<file path="src/include/gpt_pkg.sv">
/*
 * Shared constants and types for the general-purpose timer block:
 * register offsets, field positions, reset values, mode codes.
 * Assumes a plain synchronous register port with byte addresses.
 */
package gpt_pkg;

	localparam int ADDR_W = 8;
	localparam int DATA_W = 32;
	localparam int HALF_W = 16;
	localparam int PRE_W = 8;

	// register byte offsets
	localparam logic [7:0] OFS_CONFIG = 8'h00;
	localparam logic [7:0] OFS_MODE_A = 8'h04;
	localparam logic [7:0] OFS_MODE_B = 8'h08;
	localparam logic [7:0] OFS_CONTROL = 8'h0C;
	localparam logic [7:0] OFS_INT_MASK = 8'h18;
	localparam logic [7:0] OFS_RAW_STAT = 8'h1C;
	localparam logic [7:0] OFS_MASK_STAT = 8'h20;
	localparam logic [7:0] OFS_INT_CLEAR = 8'h24;
	localparam logic [7:0] OFS_LOAD_A = 8'h28;
	localparam logic [7:0] OFS_LOAD_B = 8'h2C;
	localparam logic [7:0] OFS_MATCH_A = 8'h30;
	localparam logic [7:0] OFS_MATCH_B = 8'h34;
	localparam logic [7:0] OFS_PRESCALE_A = 8'h38;
	localparam logic [7:0] OFS_PRESCALE_B = 8'h3C;
	localparam logic [7:0] OFS_COUNT_A = 8'h48;
	localparam logic [7:0] OFS_COUNT_B = 8'h4C;

	// configuration codes
	localparam logic [2:0] CFG_32_PERIODIC = 3'h0;
	localparam logic [2:0] CFG_32_RTC = 3'h1;
	localparam logic [2:0] CFG_16_SPLIT = 3'h4;

	// half mode field codes
	localparam logic [1:0] MODE_ONE_SHOT = 2'h1;
	localparam logic [1:0] MODE_PERIODIC = 2'h2;

	// control register bit positions
	localparam int CTL_EN_A = 0;
	localparam int CTL_STALL_A = 1;
	localparam int CTL_RTC_EN = 4;
	localparam int CTL_TRIG_A = 5;
	localparam int CTL_STALL_B = 9;

	// status bit positions (raw, masked, mask and clear share them)
	localparam int ST_TIMEOUT_A = 0;
	localparam int ST_RTC = 3;

	// reset values, plus the count loaded when RTC is first selected
	localparam logic [15:0] RST_HALF = 16'hFFFF;
	localparam logic [7:0] RST_PRESCALE = 8'h00;
	localparam logic [31:0] RTC_FIRST_LOAD = 32'h00000001;
	localparam logic [15:0] RST_MATCH = 16'hFFFF;
	localparam logic [2:0] RST_CONFIG = 3'h0;
	localparam logic [1:0] RST_MODE = 2'h0;
	localparam logic [3:0] RST_MASK = 4'h0;

	// external clock edges per one-second tick
	localparam int RTC_DIV_EDGES = 32768;

	// control register as a carrier of its fields
	typedef struct packed {
		logic stallB;
		logic trigA;
		logic rtc_enable_bit;
		logic stallA;
		logic enA;
	} gpt_ctl_t;

endpackage

</file>
<file path="src/rtl/gpt_rtc_div.sv">
/*
 * Divider for the real-time-clock input: brings the slow external
 * clock into the system domain and gives one enable pulse per
 * programmed number of its rising edges.
 * Assumes the system clock is far faster than the external clock.
 */
`timescale 1ns/1ps
module gpt_rtc_div #(
	parameter int EDGES = gpt_pkg::RTC_DIV_EDGES
) (
	// clock and reset
	input wire logic clk,
	input wire logic rst_n,
	// control and external clock
	input wire logic run,
	input wire logic extClk,
	// one-cycle tick
	output logic tick_q
);
	localparam int CW = $clog2(EDGES);
	localparam logic [CW-1:0] LAST = CW'(EDGES - 1);

	logic sync1_q;
	logic sync2_q;
	logic sync3_q;
	logic [CW-1:0] edgeCnt_q;
	logic rise;

	// two-flop synchroniser plus one stage for edge detection
	always_ff @(posedge clk or negedge rst_n) begin
		if (!rst_n) begin
			sync1_q <= 1'b0;
			sync2_q <= 1'b0;
			sync3_q <= 1'b0;
		end else begin
			sync1_q <= extClk;
			sync2_q <= sync1_q;
			sync3_q <= sync2_q;
		end
	end

	assign rise = sync2_q & ~sync3_q;

	// edge counter, cleared while not running so each start is a full second
	always_ff @(posedge clk or negedge rst_n) begin
		if (!rst_n) begin
			edgeCnt_q <= '0;
			tick_q <= 1'b0;
		end else begin
			tick_q <= 1'b0;
			if (!run) begin
				edgeCnt_q <= '0;
			end else if (rise) begin
				if (edgeCnt_q == LAST) begin
					edgeCnt_q <= '0;
					tick_q <= 1'b1;
				end else begin
					edgeCnt_q <= edgeCnt_q + 1'b1;
				end
			end
		end
	end

endmodule // gpt_rtc_div

</file>
<file path="src/rtl/gpt_timer.sv">
/*
 * General-purpose timer block: two 16-bit halves with load, match and
 * prescale registers, joined into a 32-bit one-shot/periodic
 * down-counter or a 32-bit real-time-clock up-counter.
 * The split 16-bit modes are not built: under any other configuration
 * code the halves hold still, and the prescalers are stored only.
 * Assumes a synchronous register port, a debug-halt level from the
 * processor, and a slow external clock on capture pin 0.
 */
// The register addresses and the address-and-strobe port were left to the implementer.
`timescale 1ns/1ps
// Function
// - two 16-bit halves with load, match, prescale
// - counters and loads reset to all ones
// - prescale registers reset to zero
// - reset leaves block idle, controls cleared
// - config 0 one-shot/periodic, 1 RTC
// - 32-bit modes act as one timer
// - 32-bit load write splits into halves
// - 32-bit count read joins both halves
// - half A mode alone picks one-shot/periodic
// - count down, reload at zero next cycle
// - one-shot stops and clears enable; periodic continues
// - zero sets sticky time-out flag until cleared
// - unmasked time-out shows in masked status
// - ADC trigger only when trigger enable set
// - load write while running takes effect next cycle
// - stall bit freezes counter in debug halt
// - RTC counts up, first selection loads one
// - external 32.768 kHz divided to 1 Hz
// - RTC match rolls over to zero, continues
// - RTC match sets raw, masked flag, interrupt
// - RTC enable overrides debug stall
module gpt_timer #(
	parameter int RTC_EDGES = gpt_pkg::RTC_DIV_EDGES
) (
	// clock and reset
	input wire logic clk,
	input wire logic rst_n,
	// register port
	input wire logic [gpt_pkg::ADDR_W-1:0] regAddr,
	input wire logic [gpt_pkg::DATA_W-1:0] regWdata,
	input wire logic regWr,
	input wire logic regRd,
	output logic [gpt_pkg::DATA_W-1:0] regRdata_q,
	// system
	input wire logic debugHalt,
	input wire logic capturePin0,
	// events
	output logic intReq_q,
	output logic adcTrigger_q
);

	logic [2:0] timerConfig_q;
	logic [1:0] modeA_q;
	logic [1:0] modeB_q;
	gpt_pkg::gpt_ctl_t ctl_q;
	logic [3:0] intMask_q;
	logic [3:0] rawStat_q;
	logic [15:0] loadA_q;
	logic [15:0] loadB_q;
	logic [15:0] matchA_q;
	logic [15:0] matchB_q;
	logic [7:0] preA_q;
	logic [7:0] preB_q;
	logic [15:0] cntA_q;
	logic [15:0] cntB_q;
	logic rtcSeen_q;

	logic wrCfg;
	logic wrModeA;
	logic wrModeB;
	logic wrCtl;
	logic wrMask;
	logic wrClr;
	logic wrLoadA;
	logic wrLoadB;
	logic wrMatchA;
	logic wrMatchB;
	logic wrPreA;
	logic wrPreB;
	logic mode32;
	logic modeRtc;
	logic modeDown;
	logic stallNow;
	logic rtcTick;
	logic [31:0] cnt32;
	logic [31:0] load32;
	logic [31:0] match32;
	logic downZero;
	logic downRun;
	logic rtcRun;
	logic rtcMatch;
	logic timeoutEv;
	logic rtcEv;
	logic enAClear;
	logic [3:0] setBits;
	logic [3:0] rawNext;
	logic [31:0] rdMux;

	// one-cycle decode of a write strobe against an offset
	function automatic logic hit(input logic [7:0] a, input logic [7:0] ofs, input logic s);
		hit = s && (a == ofs);
	endfunction

	assign wrCfg = hit(regAddr, gpt_pkg::OFS_CONFIG, regWr);
	assign wrModeA = hit(regAddr, gpt_pkg::OFS_MODE_A, regWr);
	assign wrModeB = hit(regAddr, gpt_pkg::OFS_MODE_B, regWr);
	assign wrCtl = hit(regAddr, gpt_pkg::OFS_CONTROL, regWr);
	assign wrMask = hit(regAddr, gpt_pkg::OFS_INT_MASK, regWr);
	assign wrClr = hit(regAddr, gpt_pkg::OFS_INT_CLEAR, regWr);
	assign wrLoadA = hit(regAddr, gpt_pkg::OFS_LOAD_A, regWr);
	assign wrLoadB = hit(regAddr, gpt_pkg::OFS_LOAD_B, regWr);
	assign wrMatchA = hit(regAddr, gpt_pkg::OFS_MATCH_A, regWr);
	assign wrMatchB = hit(regAddr, gpt_pkg::OFS_MATCH_B, regWr);
	assign wrPreA = hit(regAddr, gpt_pkg::OFS_PRESCALE_A, regWr);
	assign wrPreB = hit(regAddr, gpt_pkg::OFS_PRESCALE_B, regWr);

	// mode decode; the split 16-bit modes are not built, halves idle there
	assign modeDown = (timerConfig_q == gpt_pkg::CFG_32_PERIODIC);
	assign modeRtc = (timerConfig_q == gpt_pkg::CFG_32_RTC);
	assign mode32 = modeDown | modeRtc;

	// debug stall, never in effect while the RTC enable is set
	assign stallNow = debugHalt & ctl_q.stallA & ~ctl_q.rtc_enable_bit;

	assign cnt32 = {cntB_q, cntA_q};
	assign load32 = {loadB_q, loadA_q};
	assign match32 = {matchB_q, matchA_q};

	// down-counter events
	assign downRun = modeDown & ctl_q.enA & ~stallNow;
	assign downZero = downRun & (cnt32 == 32'h00000000);
	assign timeoutEv = downZero;

	// rtc events; the stall bits freeze the clock only while the RTC
	// enable is clear, so a debugger halt cannot lose wall-clock seconds
	assign rtcRun = modeRtc & ctl_q.enA & ~(debugHalt & (ctl_q.stallA | ctl_q.stallB) & ~ctl_q.rtc_enable_bit);
	assign rtcMatch = rtcRun & rtcTick & (cnt32 == match32);
	assign rtcEv = rtcMatch;

	// one-shot clears its own enable on the reload cycle
	assign enAClear = downZero & (modeA_q == gpt_pkg::MODE_ONE_SHOT);

	gpt_rtc_div #(
		.EDGES(RTC_EDGES)
	) u_rtc_div (
		.clk(clk),
		.rst_n(rst_n),
		.run(rtcRun),
		.extClk(capturePin0),
		.tick_q(rtcTick)
	);

	// configuration register; only codes 0 and 1 make the halves count
	always_ff @(posedge clk or negedge rst_n) begin
		if (!rst_n) begin
			timerConfig_q <= gpt_pkg::RST_CONFIG;
		end else if (wrCfg) begin
			timerConfig_q <= regWdata[2:0];
		end
	end

	// half A mode field; in the 32-bit modes it alone picks the mode
	always_ff @(posedge clk or negedge rst_n) begin
		if (!rst_n) begin
			modeA_q <= gpt_pkg::RST_MODE;
		end else if (wrModeA) begin
			modeA_q <= regWdata[1:0];
		end
	end

	// half B mode field, kept for read-back only
	always_ff @(posedge clk or negedge rst_n) begin
		if (!rst_n) begin
			modeB_q <= gpt_pkg::RST_MODE;
		end else if (wrModeB) begin
			modeB_q <= regWdata[1:0];
		end
	end

	// interrupt mask, one bit per status flag
	always_ff @(posedge clk or negedge rst_n) begin
		if (!rst_n) begin
			intMask_q <= gpt_pkg::RST_MASK;
		end else if (wrMask) begin
			intMask_q <= regWdata[3:0];
		end
	end

	// control register; a software write in the same cycle beats the self-clear
	always_ff @(posedge clk or negedge rst_n) begin
		if (!rst_n) begin
			ctl_q <= '0;
		end else if (wrCtl) begin
			ctl_q.enA <= regWdata[gpt_pkg::CTL_EN_A];
			ctl_q.stallA <= regWdata[gpt_pkg::CTL_STALL_A];
			ctl_q.rtc_enable_bit <= regWdata[gpt_pkg::CTL_RTC_EN];
			ctl_q.trigA <= regWdata[gpt_pkg::CTL_TRIG_A];
			ctl_q.stallB <= regWdata[gpt_pkg::CTL_STALL_B];
		end else if (enAClear) begin
			ctl_q.enA <= 1'b0;
		end
	end

	// load registers; in 32-bit modes one word fills both halves
	always_ff @(posedge clk or negedge rst_n) begin
		if (!rst_n) begin
			loadA_q <= gpt_pkg::RST_HALF;
			loadB_q <= gpt_pkg::RST_HALF;
		end else if (wrLoadA) begin
			loadA_q <= regWdata[15:0];
			if (mode32) begin
				loadB_q <= regWdata[31:16];
			end
		end else if (wrLoadB) begin
			loadB_q <= regWdata[15:0];
		end
	end

	// match registers; the RTC takes its later targets through half A
	always_ff @(posedge clk or negedge rst_n) begin
		if (!rst_n) begin
			matchA_q <= gpt_pkg::RST_MATCH;
			matchB_q <= gpt_pkg::RST_MATCH;
		end else if (wrMatchA) begin
			matchA_q <= regWdata[15:0];
			if (mode32) begin
				matchB_q <= regWdata[31:16];
			end
		end else if (wrMatchB) begin
			matchB_q <= regWdata[15:0];
		end
	end

	// prescale registers, stored only: the 32-bit modes never prescale
	always_ff @(posedge clk or negedge rst_n) begin
		if (!rst_n) begin
			preA_q <= gpt_pkg::RST_PRESCALE;
			preB_q <= gpt_pkg::RST_PRESCALE;
		end else begin
			if (wrPreA) begin
				preA_q <= regWdata[7:0];
			end
			if (wrPreB) begin
				preB_q <= regWdata[7:0];
			end
		end
	end

	// remembers that the RTC mode has been selected once since reset
	always_ff @(posedge clk or negedge rst_n) begin
		if (!rst_n) begin
			rtcSeen_q <= 1'b0;
		end else if (wrCfg && regWdata[2:0] == gpt_pkg::CFG_32_RTC) begin
			rtcSeen_q <= 1'b1;
		end
	end

	// the 32-bit counter, held as two halves; a load write beats the
	// reload so that the new value lands on the very next cycle
	always_ff @(posedge clk or negedge rst_n) begin
		if (!rst_n) begin
			cntA_q <= gpt_pkg::RST_HALF;
			cntB_q <= gpt_pkg::RST_HALF;
		end else if (wrCfg && regWdata[2:0] == gpt_pkg::CFG_32_RTC && !rtcSeen_q) begin
			cntA_q <= gpt_pkg::RTC_FIRST_LOAD[15:0];
			cntB_q <= gpt_pkg::RTC_FIRST_LOAD[31:16];
		end else if (modeDown && wrLoadA) begin
			cntA_q <= regWdata[15:0];
			cntB_q <= regWdata[31:16];
		end else if (downZero) begin
			cntA_q <= load32[15:0];
			cntB_q <= load32[31:16];
		end else if (downRun) begin
			{cntB_q, cntA_q} <= cnt32 - 32'h00000001;
		end else if (rtcMatch) begin
			cntA_q <= 16'h0000;
			cntB_q <= 16'h0000;
		end else if (rtcRun && rtcTick) begin
			{cntB_q, cntA_q} <= cnt32 + 32'h00000001;
		end
	end

	// sticky raw status; a new event wins over a clear in the same cycle
	assign setBits = {rtcEv, 2'b00, timeoutEv};
	assign rawNext = (rawStat_q & ~(wrClr ? regWdata[3:0] : 4'h0)) | setBits;

	always_ff @(posedge clk or negedge rst_n) begin
		if (!rst_n) begin
			rawStat_q <= 4'h0;
		end else begin
			rawStat_q <= rawNext;
		end
	end

	// interrupt and ADC trigger outputs, both from flops
	always_ff @(posedge clk or negedge rst_n) begin
		if (!rst_n) begin
			intReq_q <= 1'b0;
			adcTrigger_q <= 1'b0;
		end else begin
			intReq_q <= |(rawNext & intMask_q);
			adcTrigger_q <= timeoutEv & ctl_q.trigA;
		end
	end

	// read mux; unmapped offsets read as zero, and the half A load, match and count offsets
	// show the joined 32-bit word while a 32-bit mode is selected
	always_comb begin
		rdMux = 32'h00000000;
		unique case (regAddr)
			gpt_pkg::OFS_CONFIG: rdMux = {29'h0, timerConfig_q};
			gpt_pkg::OFS_MODE_A: rdMux = {30'h0, modeA_q};
			gpt_pkg::OFS_MODE_B: rdMux = {30'h0, modeB_q};
			gpt_pkg::OFS_CONTROL: rdMux = {22'h0, ctl_q.stallB, 3'h0, ctl_q.trigA,
				ctl_q.rtc_enable_bit, 2'h0, ctl_q.stallA, ctl_q.enA};
			gpt_pkg::OFS_INT_MASK: rdMux = {28'h0, intMask_q};
			gpt_pkg::OFS_RAW_STAT: rdMux = {28'h0, rawStat_q};
			gpt_pkg::OFS_MASK_STAT: rdMux = {28'h0, rawStat_q & intMask_q};
			gpt_pkg::OFS_LOAD_A: rdMux = mode32 ? load32 : {16'h0, loadA_q};
			gpt_pkg::OFS_LOAD_B: rdMux = {16'h0, loadB_q};
			gpt_pkg::OFS_MATCH_A: rdMux = mode32 ? match32 : {16'h0, matchA_q};
			gpt_pkg::OFS_MATCH_B: rdMux = {16'h0, matchB_q};
			gpt_pkg::OFS_PRESCALE_A: rdMux = {24'h0, preA_q};
			gpt_pkg::OFS_PRESCALE_B: rdMux = {24'h0, preB_q};
			gpt_pkg::OFS_COUNT_A: rdMux = mode32 ? cnt32 : {16'h0, cntA_q};
			gpt_pkg::OFS_COUNT_B: rdMux = {16'h0, cntB_q};
			default: rdMux = 32'h00000000;
		endcase
	end

	// read data stand only in the cycle after the strobe
	always_ff @(posedge clk or negedge rst_n) begin
		if (!rst_n) begin
			regRdata_q <= 32'h00000000;
		end else begin
			regRdata_q <= regRd ? rdMux : 32'h00000000;
		end
	end

endmodule // gpt_timer
</file>
<file path="config.mk">
export PLATFORM = sky130hd
export DESIGN_NAME = gpt_timer
export DESIGN_NICKNAME = d
export VERILOG_FILES = /design/src/include/gpt_pkg.sv /design/src/rtl/gpt_rtc_div.sv /design/src/rtl/gpt_timer.sv
export SDC_FILE = /design/constraint.sdc
export NUM_CORES = 1
export LEC_CHECK = 0
export ABC_AREA = 1
export BUFFER_PORTS_ARGS = -buffer_cell sky130_fd_sc_hd__buf_2
export CAP_MARGIN = 10
export CORE_MARGIN = 4
export CORE_UTILIZATION = 23
export DETAILED_ROUTE_END_ITERATION = 7
export SLEW_MARGIN = 20
export SYNTH_ARGS = -nofsm -noshare
export SYNTH_HDL_FRONTEND = slang
export SYNTH_SLANG_ARGS = --single-unit
export TNS_END_PERCENT = 30
</file>
<file path="constraint.sdc">
create_clock -name clk -period 1.95 [get_ports clk]
set_input_delay 0.585 -clock clk [delete_from_list [all_inputs] [get_ports clk]]
set_output_delay 0.585 -clock clk [all_outputs]
set_load 0.02 [all_outputs]
</file>
Yosys cells after proc, flatten, opt, wreduce, memory -nomap -nowiden

Index checks and enable logic that the tools add are counted.

Mux-type cells: 31
Eq/ne operators: 23
Reductions and logical operators: 27
Bitwise logic cells: 25
Add/subtract/negate cells: 3

Operator list:

| cell                                                   | count |
|---|---|
| one-hot mux 32 bit (15 select lines)                   | 1 |
| two-way mux 16 bit                                     | 17 |
| two-way mux 32 bit                                     | 4 |
| == test 8 x 6 -> 1 bit (second input constant)         | 8 |
| two-way mux 15 bit                                     | 3 |
| adder 32 x 1 -> 32 bit (second input constant)         | 1 |
| == test 32 bit                                         | 1 |
| zero test 32 bit                                       | 1 |
| subtractor 32 x 1 -> 32 bit (second input constant)    | 1 |
| == test 8 x 4 -> 1 bit (second input constant)         | 2 |
| == test 8 x 5 -> 1 bit (second input constant)         | 2 |
| == test 8 x 7 -> 1 bit (second input constant)         | 2 |
| logical AND 1 bit                                      | 16 |
| adder 15 x 1 -> 15 bit (second input constant)         | 1 |
| == test 15 bit (second input constant)                 | 1 |
| bitwise AND 1 bit                                      | 14 |
| bitwise AND 4 bit                                      | 3 |
| == test 8 x 3 -> 1 bit (second input constant)         | 1 |
| zero test 8 bit                                        | 1 |
| == test 3 x 1 -> 1 bit (second input constant)         | 2 |
| inequality test 2 x 1 -> 1 bit (second input constant) | 3 |
| nonzero test 2 bit                                     | 3 |
| nonzero test 6 bit                                     | 1 |
| two-way mux 1 bit                                      | 5 |
| 10 further kinds                                       | 15 |

Bits in registers: 186
Input port bits: 46
Output and inout bits: 34
Word-level logic and storage cells: 136

Logic depth before layout (Yosys ltp)

Depth after elaboration: 12
Gate-level depth with buffers: 17
Depth with buffers taken out: 15

Modules after synthesis

A second synthesis with hierarchy kept.

Cells, all modules: 1812
Area, all modules: 12624.6 sq um

Modules (own cells, without submodules):

| module      | cells an instance | times used | sequential area each (sq um) | area each (sq um) |
|---|---|---|---|---|
| gpt_timer   | 1673              | 1          | 4299.1                       | 11591.1 |
| gpt_rtc_div | 139               | 1          | 475.5                        | 1033.5 |

Worst setup path before layout

No wires, ideal clock.

Path kind: register to register
Start: register cntA_q[0]
End: register cntA_q[5]
Data required time: 1874 ps
Library setup time: 76 ps
Clock period less this slack: 1973 ps
Slack: -23 ps
Path buffers: 2
Data arrival time: 1897 ps
Cell stages (with the launch flop): 15
Cell sequence: dfstp_2 -> inv_2 -> ha_1 -> nand2_4 -> nor2_8 -> nand3_4 -> nor2_8 -> nand4_4 -> and2_4 -> buf_6 -> buf_12 -> nand3_2 -> nand2_1 -> nand2_1 -> nand2_1

Longest elaborated chain between the ends: 7
Elaborated cells between the ends (all ways): 13
Those cells by class: add/sub: 2; eq/ne: 1; mux: 6; bitwise: 2; reduce/logical: 2

RTL lines:

| what                                                     | RTL line                           | RTL |
|---|---|---|
| start, declared                                          | gpt_timer.sv:66                    | `logic [15:0] cntA_q;` |
| start signal, assigned                                   | gpt_timer.sv:264                   | `cntA_q <= gpt_pkg::RST_HALF;` |
| start signal, assigned                                   | gpt_timer.sv:267                   | `cntA_q <= gpt_pkg::RTC_FIRST_LOAD[15:0];` |
| start signal, assigned                                   | gpt_timer.sv:270                   | `cntA_q <= regWdata[15:0];` |
| adder 32 x 1 -> 32 bit or == test 32 bit (tied branches) | gpt_timer.sv:281, gpt_timer.sv:139 |  |
| two-way mux 16 bit or bitwise AND 1 bit (tied branches)  | gpt_timer.sv:280, gpt_timer.sv:139 |  |
| two-way mux 16 bit                                       | gpt_timer.sv:277                   | `end else if (rtcMatch) begin` |
| two-way mux 16 bit                                       | gpt_timer.sv:275                   | `end else if (downRun) begin` |
| two-way mux 16 bit                                       | gpt_timer.sv:272                   | `end else if (downZero) begin` |
| two-way mux 16 bit                                       | gpt_timer.sv:269                   | `end else if (modeDown && wrLoadA) begin` |
| two-way mux 16 bit                                       | gpt_timer.sv:266                   | `end else if (wrCfg && regWdata[2:0] == gpt_pkg::CFG_32_RTC && !rtcSeen_q) begin` |

Parallel ways exist; a longest one is shown, timed or not. The select of a mux whose other input is x is not followed.
A chain may end at the register's enable or synchronous reset.

Worst setup path after layout

Start: register cntA_q[5]
End: register cntA_q[15]

Same word-level chain as after synthesis.

==> out/summary.txt <==
Outcome -> complete, but fails checks
Violated checks -> negative setup slack
CTS sink cnt -> 186
Number of synthesized flops with an enable pin -> 0
Worst path required time -> 2.33 ns
Clock root buffer -> clkbuf_16
Top cells by area, synth -> dfstp_2, dfrtp_1, nand2_1, o21ai_0, inv_1
Crit path launch type -> register
Netlist cell types -> 54
Clock power frac -> 41.9%
Detailed Routing Iterations Pass 1 -> 6
Synthesis-to-finish area growth -> 45.6%
Layout cell share with drive strength beyond 1 -> 36.4%
Prevailing post-synth register cell -> dfstp_2
Placer Congestion -> 0.980
H-tree levels -> 4
Post-route ant nets -> 0
Die height -> 238 um
HPWL Detailed -> 44300 um
Routed Wire Length -> 57100 um
RSZ-0062 raised after global routing -> yes
N_diodes -> 0
Clk Latency, worst-skew pair -> 0.45 ns
Area of the die -> 56800 um2
NetSw -> 2300 uW
CTS Buffer Depth -> 2
Routed len/inst -> 19.7 um
First-pass GRT wire length -> 84600 um
Tmin final -> 2.16 ns
Final setup vio count -> 35
Final Cell Area -> 17700 um2
Most common cell after layout, fill and taps aside -> nand2_1
CP Data Arrival Time -> 2.54 ns
Fin. max-slew vios -> 0
CP max stage cell -> dfstp_2
CP max stage delay -> 0.59 ns
Share of the synthesized area in the top cell type -> 20.7%
Maximum clock rate -> 462 MHz
Initial DRC count -> 1472
Initial antenna violation count -> 1
Drc violations -> 0
Most used cell, CP -> nand2_1
Seq pwr share -> 48.3%
CP cell instances -> clkinvlp_4 > nand2_2 > buf_6 > nand4_1 > nor2_2 > nand2_1 > nor2_2 > nand3_2 > and2_4 > nand3_4 > nand2_1 > nand2_1 > nand2_1
DR vias/cell -> 4.87
R2r setup slk -> -0.21 ns
Utilization after layout -> 33.8%
Critical path class -> register to register
Ys async rst share -> 100%
Synth warnings -> 0
Pwr dens -> 486 nW/um2
TNS Setup -> -4.97 ns
Final nets -> 2240
Largest net degree at the start of global routing -> 44
Post-route setup slack -> -0.215 ns
Period utilization -> 111%
DP Area -> 16200 um2
CTS Buf Count -> 17
Combinational power share -> 9.9%
Min-Delay Path Class -> input port to async pin
Vias in the first global route -> 13600
Core Area -> 52600 um2
Final Hold Viols -> 0
Port buffer count -> 79
Clock-pin slew on the worst setup and hold paths -> 0.08 ns
Max-Cap Viols -> 0
Slew at the pin with the worst max-slew slack -> 0.457 ns
FP Rows -> 84
Reg2Reg Depth -> 13
Leakage power -> 0.00853 uW
Seq/Total Area, Yosys -> 39.2%
Area leader, netlist -> dfstp_2
Worst Path Max Fanout -> 8
Mapped Area -> 12200 um2
Cell-internal power -> 6330 uW
Sw Ratio -> 26.6%
Die W -> 238 um
I/O pin count -> 80
Syn nets -> 1818
Synthesized instance count -> 1769
Gr usage total -> 19.5%
Post-CTS Hold Fix Bufs -> 0
TritonCTS clock tree -> built
CP endpoint kind -> register
Vias post-DR -> 14100
Most frequent cells in the layout -> nand2_1, buf_4, inv_1
Number of synthesized register bits -> 186
Peak VDD IR -> 0.602 mV
Initial Util -> 23.2%
Remaining Overflow, GRT -> 0
Final Skew -> 0.0124 ns
Syn Area/Cell -> 6.89 um2
Slew HR -> 69.2%
-- per-layer routing --
metal	part of all wire (%)	wire (um)	track usage [%]	up-vias
met5	0.035	20	0	-
met4	3.5	2020	6.44	2
met3	7.9	4530	2.74	116
met2	46	26300	31.4	683
met1	42	24200	26.9	6693
li1	-	-	-	6577
-- sequential cells by signal (all words and copies together) (netlist names), 2 cells and up --
register	flops
regRdata_q	32
cntA_q	16
cntB_q	16
loadA_q	16
loadB_q	16
matchA_q	16
matchB_q	16
u_rtc_div.edgeCnt_q	15
preA_q	8
preB_q	8
ctl_q	5
intMask_q	4
rawStat_q	4
timerConfig_q	3
modeA_q	2
modeB_q	2
-- worst max-delay path, delay by kind of cell (launching register included) --
| family | cells | cell delay, ns |
|---|---|---|
| buffers and inverters | 2 | 0.28 |
| flip-flops | 1 | 0.59 |
| AND/OR/NAND/NOR | 11 | 1.22 |
-- cells by family after synthesis --
group	share of synthesized area, %
buffers and inverters	10.3
and+or+nand+nor	30.9
adders and majority gates	0.308
DFF	39.2
xor gates and xnor gates	2.51
AOI/OAI and AO/OA	16.8
-- worst paths after layout --
path / start / end
hold / removal: rst_n / u_rtc_div.edgeCnt_q[12]
hold reg to reg: u_rtc_div.sync1_q / u_rtc_div.sync2_q
setup / recovery: cntA_q[5] / cntA_q[15]
setup reg to reg: cntA_q[5] / cntA_q[15]
min in group clk: capturePin0 / u_rtc_div.sync1_q
max in group asynchronous: rst_n / cntB_q[6]
-- repair_timing --
item	CTS	global route
endpoints found under the setup margin	36	75
cloned	2	2
pin swaps	15	36
resized for setup	66	138
setup buffers	8	17
-- final cells by class --
type                    instances  area, um2
fillers                      5599      34800
well taps                     688        861
flip-flops and latches        186       4770
inverters                     227        873
clock buffers                  20        447
multi-input cells            1281       6800
clock inverters                12        139
repair buffers                478       3860
-- synthesized netlist by cell type, types with 13 or more instances --
| cell type | n |
|---|---|
| nand2_1 | 541 |
| inv_1 | 207 |
| o21ai_0 | 165 |
| nor2_1 | 150 |
| a21oi_1 | 100 |
| dfstp_2 | 96 |
| dfrtp_1 | 90 |
| nand3_1 | 77 |
| o22ai_1 | 41 |
| buf_2 | 35 |
| nor3_1 | 33 |
| clkbuf_1 | 26 |
| xor2_1 | 24 |
| nand4_1 | 21 |
| o221ai_1 | 18 |
| inv_2 | 17 |
| nor2_2 | 13 |
-- stage by stage --
step	setup WS (ns)	cells	hold WS, ns	total power, uW
after CTS	-0.169	2874	0.0785	8650
after floorplan	0.00156	1769	0.289	4490
after global placement	-0.613	2833	0.336	5020
after detailed placement	-0.602	2833	0.345	5040
final	-0.215	2892	0.0807	8630
after global routing	-0.296	2892	0.0855	8910
-- power groups by stage --
stage | combinational, uW | clock (uW) | sequential [uW]
2_1_floorplan | 297 | 0 | 4200
3_3_place_gp | 807 | 0 | 4220
3_5_place_dp | 815 | 0 | 4220
4_1_cts | 824 | 3670 | 4160
5_1_grt | 925 | 3810 | 4180
6_report | 850 | 3610 | 4170
Power figures use the tool's default switching activity.
